--- src/plw_pkg.sv ---
// Purpose: Shared constants for the program loop watchdog.
// Assumes: One system clock at 40 MHz; low-speed ticks made by a divider.
// Notes: Option bit positions follow the option byte layout.
package plw_pkg;
   // Refresh register address and values
   localparam logic [19:0] PLW_REFRESH_ADDR = 20'hFFFAB;
   localparam logic [7:0] PLW_KEY_BYTE = 8'hAC;
   localparam logic [7:0] PLW_RESET_VAL_OFF = 8'h1A;
   localparam logic [7:0] PLW_RESET_VAL_ON = 8'h9A;
   // Option byte field positions
   localparam int PLW_OPT_ENABLE_BIT = 4;
   localparam int PLW_OPT_SEL_LSB = 1;
   localparam int PLW_OPT_STBY_BIT = 0;
   // Clock rates
   localparam int PLW_SYS_CLK_HZ = 40000000;
   localparam int PLW_LOW_CLK_HZ = 17250;
   localparam int PLW_LOW_DIV = PLW_SYS_CLK_HZ / PLW_LOW_CLK_HZ;
   // Counter width covers the longest timeout
   localparam int PLW_CNT_W = 16;
   // Overflow exponent per timeout select code
   function automatic logic [4:0] plw_exp(input logic [2:0] sel);
      logic [4:0] e;
      e = 5'h06;
      unique case (sel)
         3'h0: e = 5'h06;
         3'h1: e = 5'h07;
         3'h2: e = 5'h08;
         3'h3: e = 5'h09;
         3'h4: e = 5'h0B;
         3'h5: e = 5'h0D;
         3'h6: e = 5'h0E;
         3'h7: e = 5'h10;
      endcase
      return e;
   endfunction : plw_exp
endpackage : plw_pkg

--- src/plw_tick_div.sv ---
// Purpose: Makes the one-cycle low-speed tick enable.
// Assumes: DIV at least 2.
// Notes: Tick is the only low-speed clock the counter sees.
`timescale 1ns/1ps
module plw_tick_div #(
   parameter int DIV = 2318
) (
   // Clock and reset
   input wire logic clk_in,
   input wire logic rst_n_in,
   // Tick
   output logic tick_out
);
   logic [15:0] cnt_ff;
   initial begin
      if (DIV < 2 || DIV > 65535) $error("plw_tick_div: DIV out of range");
   end
   // Free-running divider
   always_ff @(posedge clk_in or negedge rst_n_in) begin
      if (!rst_n_in) begin
         cnt_ff <= 16'h0000;
         tick_out <= 1'b0;
      end else if (cnt_ff == 16'(DIV - 1)) begin
         cnt_ff <= 16'h0000;
         tick_out <= 1'b1;
      end else begin
         cnt_ff <= cnt_ff + 16'h0001;
         tick_out <= 1'b0;
      end
   end
endmodule : plw_tick_div

--- src/plw_opt_latch.sv ---
// Purpose: Captures option bits once after reset release.
// Assumes: Option byte is stable around reset release.
// Notes: Captured by a clocked load, never by the async reset.
`timescale 1ns/1ps
module plw_opt_latch
   import plw_pkg::*;
(
   // Clock and reset
   input wire logic clk_in,
   input wire logic rst_n_in,
   // Option byte
   input wire logic [7:0] opt_in,
   // Captured options
   output logic enable_out,
   output logic [2:0] sel_out,
   output logic stby_out,
   output logic valid_out
);
   // Load on first edge after release
   always_ff @(posedge clk_in or negedge rst_n_in) begin
      if (!rst_n_in) begin
         enable_out <= 1'b0;
         sel_out <= 3'h0;
         stby_out <= 1'b0;
         valid_out <= 1'b0;
      end else if (!valid_out) begin
         enable_out <= opt_in[PLW_OPT_ENABLE_BIT];
         sel_out <= opt_in[PLW_OPT_SEL_LSB +: 3];
         stby_out <= opt_in[PLW_OPT_STBY_BIT];
         valid_out <= 1'b1;
      end
   end
endmodule : plw_opt_latch

--- src/plw_watchdog.sv ---
// Purpose: Program loop watchdog with key-byte refresh and interval interrupt.
// Assumes: CPU bus strobes synchronous to MCLK_IN; low-speed clock is a tick enable.
// Notes: Reset request and interrupt leave as one-cycle pulses from flip-flops.
`timescale 1ns/1ps
module plw_watchdog
   import plw_pkg::*;
#(
   parameter int LOW_DIV = PLW_LOW_DIV
) (
   // Clock and reset
   input wire logic MCLK_IN,
   input wire logic NRST_IN,
   // Option byte
   input wire logic [7:0] OPTION_BYTE_IN,
   // CPU register access
   input wire logic [19:0] ADDR_IN,
   input wire logic [7:0] WDATA_IN,
   input wire logic WR_IN,
   input wire logic RD_IN,
   input wire logic BIT_ACCESS_IN,
   output logic [7:0] RDATA_OUT,
   // Power state
   input wire logic STANDBY_IN,
   // Requests
   output logic RESET_REQ_OUT,
   output logic INTERVAL_IRQ_OUT,
   output logic DOG_RESET_CAUSE_OUT
);
   logic tick;
   logic opt_en;
   logic [2:0] opt_sel;
   logic opt_stby;
   logic opt_valid;
   logic [PLW_CNT_W-1:0] cnt_ff;
   logic standby_d_ff;
   logic irq_done_ff;
   logic cause_ff;
   logic hit;
   logic key_ok;
   logic bad_access;
   logic running;
   logic [PLW_CNT_W:0] full_cnt;
   logic [PLW_CNT_W-1:0] ovf_cnt;
   logic [PLW_CNT_W-1:0] irq_cnt;
   logic overflow;
   logic irq_hit;

   initial begin
      if (LOW_DIV < 2) $error("plw_watchdog: LOW_DIV too small");
   end

   // Low-speed tick
   plw_tick_div #(.DIV(LOW_DIV)) u_div (
      .clk_in(MCLK_IN),
      .rst_n_in(NRST_IN),
      .tick_out(tick)
   );

   // Option capture
   plw_opt_latch u_opt (
      .clk_in(MCLK_IN),
      .rst_n_in(NRST_IN),
      .opt_in(OPTION_BYTE_IN),
      .enable_out(opt_en),
      .sel_out(opt_sel),
      .stby_out(opt_stby),
      .valid_out(opt_valid)
   );

   // Access decode
   assign hit = WR_IN && (ADDR_IN == PLW_REFRESH_ADDR);
   assign bad_access = hit && (BIT_ACCESS_IN || (WDATA_IN != PLW_KEY_BYTE));
   assign key_ok = hit && !BIT_ACCESS_IN && (WDATA_IN == PLW_KEY_BYTE);

   assign full_cnt = (PLW_CNT_W + 1)'(1) << plw_exp(opt_sel);
   assign ovf_cnt = PLW_CNT_W'(full_cnt - (PLW_CNT_W + 1)'(1));
   assign irq_cnt = PLW_CNT_W'((full_cnt >> 1) + (full_cnt >> 2));

   // Enable gates counting; standby stops unless run option set
   assign running = opt_valid && opt_en && (!STANDBY_IN || opt_stby);
   // Overflow at limit; refresh in same cycle wins
   assign overflow = running && tick && (cnt_ff == ovf_cnt - 1'b1) && !key_ok;
   assign irq_hit = running && !irq_done_ff && (cnt_ff >= irq_cnt);

   // Standby edge tracking
   always_ff @(posedge MCLK_IN or negedge NRST_IN) begin
      if (!NRST_IN) begin
         standby_d_ff <= 1'b0;
      end else begin
         standby_d_ff <= STANDBY_IN;
      end
   end

   // Counter
   always_ff @(posedge MCLK_IN or negedge NRST_IN) begin
      if (!NRST_IN) begin
         cnt_ff <= '0;
      end else if (key_ok) begin
         cnt_ff <= '0;
      end else if (standby_d_ff && !STANDBY_IN && !opt_stby) begin
         cnt_ff <= '0;
      end else if (overflow) begin
         cnt_ff <= '0;
      end else if (running && tick) begin
         // Advance on low tick; continues past interrupt
         cnt_ff <= cnt_ff + 1'b1;
      end
   end

   // Interrupt armed once per count period
   always_ff @(posedge MCLK_IN or negedge NRST_IN) begin
      if (!NRST_IN) begin
         irq_done_ff <= 1'b0;
         INTERVAL_IRQ_OUT <= 1'b0;
      end else begin
         INTERVAL_IRQ_OUT <= irq_hit && !key_ok;
         if (key_ok || cnt_ff == '0) begin
            irq_done_ff <= 1'b0;
         end else if (irq_hit) begin
            irq_done_ff <= 1'b1;
         end
      end
   end

   // Reset request pulse
   always_ff @(posedge MCLK_IN or negedge NRST_IN) begin
      if (!NRST_IN) begin
         RESET_REQ_OUT <= 1'b0;
      end else begin
         RESET_REQ_OUT <= overflow || bad_access;
      end
   end

   // Cause flag held in this block, cleared only by the NRST_IN reset
   always_ff @(posedge MCLK_IN or negedge NRST_IN) begin
      if (!NRST_IN) begin
         cause_ff <= 1'b0;
      end else if (overflow || bad_access) begin
         cause_ff <= 1'b1;
      end
   end
   assign DOG_RESET_CAUSE_OUT = cause_ff;

   // Read data
   always_ff @(posedge MCLK_IN or negedge NRST_IN) begin
      if (!NRST_IN) begin
         RDATA_OUT <= 8'h00;
      end else if (RD_IN && ADDR_IN == PLW_REFRESH_ADDR) begin
         // Reset value by option; never the key
         RDATA_OUT <= opt_en ? PLW_RESET_VAL_ON : PLW_RESET_VAL_OFF;
      end else begin
         RDATA_OUT <= 8'h00;
      end
   end

   // Assertions
   a_bad_write_resets: assert property (@(posedge MCLK_IN) disable iff (!NRST_IN)
      bad_access |=> RESET_REQ_OUT) else $error("bad write did not reset");
   a_key_clears_cnt: assert property (@(posedge MCLK_IN) disable iff (!NRST_IN)
      key_ok |=> cnt_ff == '0) else $error("key did not clear");
   a_stopped_when_off: assert property (@(posedge MCLK_IN) disable iff (!NRST_IN)
      !opt_en |=> cnt_ff == '0) else $error("counter ran while off");
   a_reset_pulse_one: assert property (@(posedge MCLK_IN) disable iff (!NRST_IN)
      RESET_REQ_OUT && !$past(bad_access) |=> !RESET_REQ_OUT)
      else $error("reset pulse too long");
   a_cause_follows: assert property (@(posedge MCLK_IN) disable iff (!NRST_IN)
      RESET_REQ_OUT |-> cause_ff) else $error("cause flag missing");
   a_read_value: assert property (@(posedge MCLK_IN) disable iff (!NRST_IN)
      RD_IN && ADDR_IN == PLW_REFRESH_ADDR |=> RDATA_OUT != PLW_KEY_BYTE)
      else $error("read returned key");
   a_standby_hold: assert property (@(posedge MCLK_IN) disable iff (!NRST_IN)
      STANDBY_IN && !opt_stby && $past(STANDBY_IN) |=> $stable(cnt_ff))
      else $error("counter moved in standby");
   a_irq_at_level: assert property (@(posedge MCLK_IN) disable iff (!NRST_IN)
      INTERVAL_IRQ_OUT |-> $past(cnt_ff) >= $past(irq_cnt))
      else $error("interrupt early");
endmodule : plw_watchdog

--- config.mk ---
export PLATFORM = sky130hd
export DESIGN_NAME = plw_watchdog
export DESIGN_NICKNAME = d
export VERILOG_FILES = /design/src/plw_pkg.sv /design/src/plw_tick_div.sv /design/src/plw_opt_latch.sv /design/src/plw_watchdog.sv
export SDC_FILE = /design/constraint.sdc
export NUM_CORES = 1
export LEC_CHECK = 0
export CAP_MARGIN = 5
export CORE_ASPECT_RATIO = 0.8
export CORE_MARGIN = 4
export CORE_UTILIZATION = 58
export DETAILED_ROUTE_END_ITERATION = 7
export DONT_BUFFER_PORTS = 1
export GPL_TIMING_DRIVEN = 0
export PLACE_DENSITY = 0.73
export REMOVE_ABC_BUFFERS = 1
export SETUP_SLACK_MARGIN = 0.02
export SYNTH_ARGS = -nofsm -noshare
export SYNTH_HDL_FRONTEND = slang
export SYNTH_SLANG_ARGS = --single-unit
--- constraint.sdc ---
create_clock -name MCLK_IN -period 4.3 [get_ports MCLK_IN]
set_clock_uncertainty 0.1 [all_clocks]
set_input_delay 0.645 -clock MCLK_IN [delete_from_list [all_inputs] [get_ports MCLK_IN]]
set_output_delay 0.645 -clock MCLK_IN [all_outputs]
set_load 0.005 [all_outputs]
==> After elaboration in Yosys (flattened, before gate mapping) <==
Memories as Yosys holds them, arrays and structs flattened.
Index checks and enable logic that the tools add are counted.
{ "totals": {"ff_bits": 52, "mem_count": 1, "in_bits": 42, "rom_bits": 40, "output_inout_bits": 11} }
{ "op_classes": {"n_mux": 10, "addsub": 5, "n_shift": 1, "order_cmp": 1, "n_eq_ne": 5, "n_reduce_logical": 27} }
{ "mem_list": {"columns": ["name", "depth", "word_bits", "read_ports", "rd_ports_with_merged_regs", "write_ports", "line", "source"], "rows": [
  ["(no name shown)", 8, 5, 1, 0, 0, "plw_pkg.sv:24", "unique case (sel)"]
]} }
{ "op_table": {"columns": ["op", "count"], "rows": [
  ["$mux 16", 5],
  ["$add 16x1->16 const B", 2],
  ["$sub 16x1->16 const B", 2],
  ["$eq 20x20->1 const B", 1],
  ["$shl 1x5->17 const A", 1],
  ["$add 16x15->16", 1],
  ["$eq 16x12->1 const B", 1],
  ["$eq 16x16->1", 1],
  ["$ge 16x16->1", 1],
  ["$logic_not 16->1", 1],
  ["$mux 8", 2],
  ["$logic_and 1x1->1", 15],
  ["$eq 8x8->1 const B", 1],
  ["$ne 8x8->1 const B", 1],
  ["$logic_not 1->1", 5],
  ["$logic_or 1x1->1", 4],
  ["$reduce_bool 4->1", 1],
  ["$mux 1", 3],
  ["$reduce_bool 2->1", 1]
]} }

==> Logic depth before layout (Yosys ltp) <==
An unclocked memory read counts as a cell.
{ "depth": {"word_depth": 10, "depth_mapped": 21, "mapped_depth_nobuf": 20} }

==> Modules after synthesis <==
A second synthesis with hierarchy kept.
{ "unflattened": {"cells_unflattened": 478, "hier_area_um2": 4214.0} }
{ "modules_own_cells": {"columns": ["module", "instances", "cells_each", "area_each_um2"], "rows": [
  ["plw_watchdog", 1, 395, 3220.6],
  ["plw_tick_div", 1, 71, 783.3],
  ["plw_opt_latch", 1, 12, 210.2]
]} }

==> Least setup slack after synthesis <==
Ideal clock, no wire load.
{ "synth_path": {"path_kind": "reg-to-reg", "from": "register u_opt.sel_out[0]", "to": "register irq_done_ff", "path_buffers": 0, "arrival_time_ps": 3950, "stages_incl_launch_ff": 21, "period_less_slack_ps": 4175, "setup_time_ps": 125, "setup_slack_ps": 125, "path_cell_list": "dfrtp_1 > ha_1 > or4b_4 > o21ai_0 > nand2_1 > inv_1 > ha_1 > and4b_1 > o21a_1 > o21a_1 > nor2_1 > nor2b_1 > o21ai_0 > a21o_1 > ha_1 > a21o_1 > a21o_1 > a21oi_1 > nor2_1 > a21oi_1 > a21oi_1"} }
{ "synth_between": {"elab_chain_len": 6} }
{ "synth_rtl": {"columns": ["item", "line", "source"], "rows": [
  ["start: declaration", "plw_opt_latch.sv:15", "output logic [2:0] sel_out,"],
  ["start signal: assignment", "plw_opt_latch.sv:28", "sel_out <= opt_in[PLW_OPT_SEL_LSB +: 3];"],
  ["$mem_v2 8x5", null, null],
  ["$shl 1x5->17", "plw_watchdog.sv:75", "assign full_cnt = (PLW_CNT_W + 1)'(1) << plw_exp(opt_sel);"],
  ["$add 16x15->16", "plw_watchdog.sv:77", "assign irq_cnt = PLW_CNT_W'((full_cnt >> 1) + (full_cnt >> 2));"],
  ["$ge 16x16->1", "plw_watchdog.sv:83", "assign irq_hit = running && !irq_done_ff && (cnt_ff >= irq_cnt);"],
  ["$logic_and 1x1->1", "plw_watchdog.sv:83", null],
  ["$reduce_bool 2->1 (no line)", null, null],
  ["end signal: assignment", "plw_watchdog.sv:113", "irq_done_ff <= 1'b0;"],
  ["end signal: assignment", "plw_watchdog.sv:118", "irq_done_ff <= 1'b0;"],
  ["end signal: assignment", "plw_watchdog.sv:120", "irq_done_ff <= 1'b1;"],
  ["end: declaration", "plw_watchdog.sv:36", "logic irq_done_ff;"]
]} }
No other way between the ends.
A chain may end at the register's enable or synchronous reset.

==> Worst setup path after layout <==
{ "layout_path": {"from": "register u_opt.sel_out[1]", "to": "register INTERVAL_IRQ_OUT"} }
{ "layout_between": {"elab_chain_len": 6} }
{ "layout_rtl": {"columns": ["item", "line", "source"], "rows": [
  ["$mem_v2 8x5", null, null],
  ["$shl 1x5->17", "plw_watchdog.sv:75", null],
  ["$add 16x15->16", "plw_watchdog.sv:77", null],
  ["$ge 16x16->1", "plw_watchdog.sv:83", null],
  ["$logic_and 1x1->1", "plw_watchdog.sv:83", null],
  ["$logic_and 1x1->1", "plw_watchdog.sv:116", "INTERVAL_IRQ_OUT <= irq_hit && !key_ok;"],
  ["end signal: assignment", "plw_watchdog.sv:116", null],
  ["end: declaration", "plw_watchdog.sv:26", "output logic INTERVAL_IRQ_OUT,"]
]} }
No other way between the ends.

==> results.txt <==
cell area after synthesis - 3801 µm²
Longest Clk Path Bufs - 2
top area cells in the synthesized netlist - dfrtp_1, ha_1, xnor2_1, nand2_1, nand3_1
Hold Path Class - in2async
number of flops mapped to enable cells by yosys - 0
Ports - 53
die footprint - 7921 µm²
Clock Sinks - 46
status - finished, final reports clean
Worst EP required - 4420 ps
final slew viol count - 0
CP endpoint kind - flop
Num CTS Buffers - 5
sequential fraction of the synthesis area - 30.28%
Syn. warnings - 0
post-route ant nets - 0
Setup TNS Final - 0 ps
average wire per standard cell - 17.18 µm
Critical Path Start - u_opt.sel_out[1]$_DFFE_PN0N_
Final period util - 97.71%
Max Used Layer - met4
area leader, netlist - dfrtp_1
final WL - 8828 µm
H-tree depth - 2
critical path depth - 19
Critical Path AT - 4320 ps
Slew HR - 23.97%
Starting Density - 59.62%
RSZ-0062 raised after global routing - true
Slew @ Worst Pin - 1136 ps
Mapped Cells - 429
ratio of cells with drive above 1 in the final layout - 12.09%
delay-heaviest family, CP - simple AND/OR/NAND/NOR gates
syn_area_per_cell - 8.860 µm²
Hold Fails Final Rpt - 0
Yosys cell types - 57
crit-path cells - ha_4 -> or4b_4 -> o21ai_2 -> nand2_1 -> inv_2 -> ha_4 -> and4b_1 -> o21a_1 -> o21a_1 -> nor2_4 -> o21ai_1 -> o21ai_0 -> nand2b_1 -> xnor2_1 -> ha_1 -> nand4_1 -> nor2_1 -> a21oi_2 -> nor3_1
DR WL met2 - 3951 µm
initial antenna violation count - 0
Max Cap Viol - 0
static leakage - 0.001882 µW
R2R setup slack - 100 ps
Max FO, Critical Path - 6
CP endpoint - INTERVAL_IRQ_OUT$_DFF_PN0_
CP Buf/Inv Count - 1
ys flop type - dfrtp_1
clk_lat worst skew - 310 ps
wl on met1 - 4301 µm
drt pass-1 iters - 5
die height - 80.41 µm
PD cells - 256.6 nW/µm²
post-synth top area share - 30.28%
Area Growth Syn to Fin - 7.472%
asr flop ratio synth - 100.0%
vias in the first global route - 2,924
CORE AREA - 6376 µm²
Final setup viols - 0
first-pass GRT wire length - 14,340 µm
crit path max-delay cell type - or4b_4
total power - 1048 µW
largest net degree at the start of global routing - 47
CP Launch Type - flop
drc violations - 0
maximum VDD drop - 130.1 µV
Fmax - 238.0 MHz
Clock Tree Root - clkbuf_8
routed wl met3 - 520 µm
Antenna Diode Count - 0
routed vias - 3,034
CP peak stage delay - 570 ps
min Tclk post-route - 4201 ps
Yosys reg bits - 46
CTS tree - yes
crit path kind - reg2reg
reg2reg start - u_opt.sel_out[1]$_DFFE_PN0N_
worst r2r path cells - 19
clk slew on worst S/H paths - 100 ps
Vias per Instance - 5.903
initial DRC count - 176
Critical R2R Capture - INTERVAL_IRQ_OUT$_DFF_PN0_
RePlAce Congestion - 0.8868
Die X - 98.51 µm
row count - 26
port bufs - 0
HPWL after DPL - 6408 µm
GRT Total Usage - 22.65%
remaining global-route overflow - 0
Final nets - 516
synth_stat cells (all sizes together) (2+ instances only):
master   number
a211oi        2
a21o         11
a21oi        18
a22o          3
and2          5
and3         11
and4          3
buf          10
clkbuf        8
conb          2
dfrtp        46
ha           44
inv          34
mux2          5
mux2i         8
nand2        37
nand2b        7
nand3        27
nand4        11
nor2         33
nor2b         5
nor3          8
nor4          9
nor4b         3
nor4bb        3
o2111ai       3
o211ai        2
o21a          2
o21ai        20
or2           4
or3           5
xnor2        18
xor2         10
metal layers:
layer,vias up,global-route usage [%]
li1,1487,-
met2,79,35.36
met3,6,4.601
met5,-,0
met4,0,4.366
met1,1462,32.72
cell families (layout without fill, tap and decap cells):
group                      Yosys count  count (layout)  synth area share [%]
AOI/OAI and AO/OA                   68              68                 12.94
muxes                               13              13                 3.588
buffers and inverters               52              50                 5.925
and+or+nand+nor                    174             174                 24.79
other                                2               5                0.1976
adders and majority gates           45              45                 15.01
xor gates and xnor gates            29              29                 7.274
DFF                                 46              46                 30.28
report_power, final:
part	internal (µW)	switching, µW	total, µW
clock network	115	168	283
registers	450	29.0	479
logic	123	164	287
per-stage QoR:
stage / hold WS, ps / setup WS [ps] / instances / util, % / area [µm²]
floorplan: 249.4 / -48.02 / 414 / - / 3715
global placement: 250.5 / -442.1 / 498 / 59.91 / 3820
CTS: 84.87 / 67.29 / 511 / 62.66 / 3995
finish: 80.26 / 98.61 / 514 / 64.07 / 4085
global route: 83.83 / -224.8 / 514 / 64.07 / 4085
detailed placement: 250.5 / -506.8 / 498 / 59.91 / 3820
registers in the layout (all words and copies together), names as in the netlist, 2 cells and up:
register and cells:
cnt_ff 16, RDATA_OUT 2, u_opt.sel_out 3, u_div.cnt_ff 16
worst min-delay path by stage:
stage	cells past startpoint	from	to	slack (ps)
after floorplan	0	NRST_IN	DOG_RESET_CAUSE_OUT$_DFFE_PN0P_	250
after global routing	1	NRST_IN	u_div.cnt_ff[11]$_DFF_PN0_	80
final	1	NRST_IN	cnt_ff[13]$_DFFE_PN0P_	80
after CTS	1	NRST_IN	u_opt.sel_out[1]$_DFFE_PN0N_	80
after global placement	0	NRST_IN	u_div.cnt_ff[3]$_DFF_PN0_	250
after detailed placement	0	NRST_IN	irq_done_ff$_DFFE_PN0P_	250
cells in the final DEF (no fill, tap or decap), types with 4 or more instances in the layout:
cell      instances
mux2i_1           8
nand2b_1          7
a21oi_1          14
nor3_1            8
nand3_1          27
nor2b_1           5
or3_1             4
and2_1            5
and3_1           11
dfrtp_1          43
mux2_2            5
nand4_1          11
nor2_1           31
a21o_1           11
nand2_1          37
o21ai_0           9
xor2_1            9
inv_1            32
buf_4             6
nor4_1            7
a21oi_2           4
o21ai_1          10
conb_1            5
xnor2_1          17
ha_1             40
clkbuf_8          5
final cells by class:
type,instances,area [µm²]
Clock buffer,5,68.82
Clock inverter,3,18.77
Fill cell,519,2291
Inverter,34,127.6
Multi-Input combinational cell,334,2517
Sequential cell,46,1155
Tap cell,84,105.1
Timing Repair Buffer,8,92.59
what timing repair did:
action	in CTS	in global routing
endpoints found under the setup margin	15	15
gates resized for setup	8	13
hold buffers	1	0
hold endpoints to repair	46	0
pin swaps	0	16
setup buffers	4	3
No activity file was read; power rests on OpenSTA's default activity.
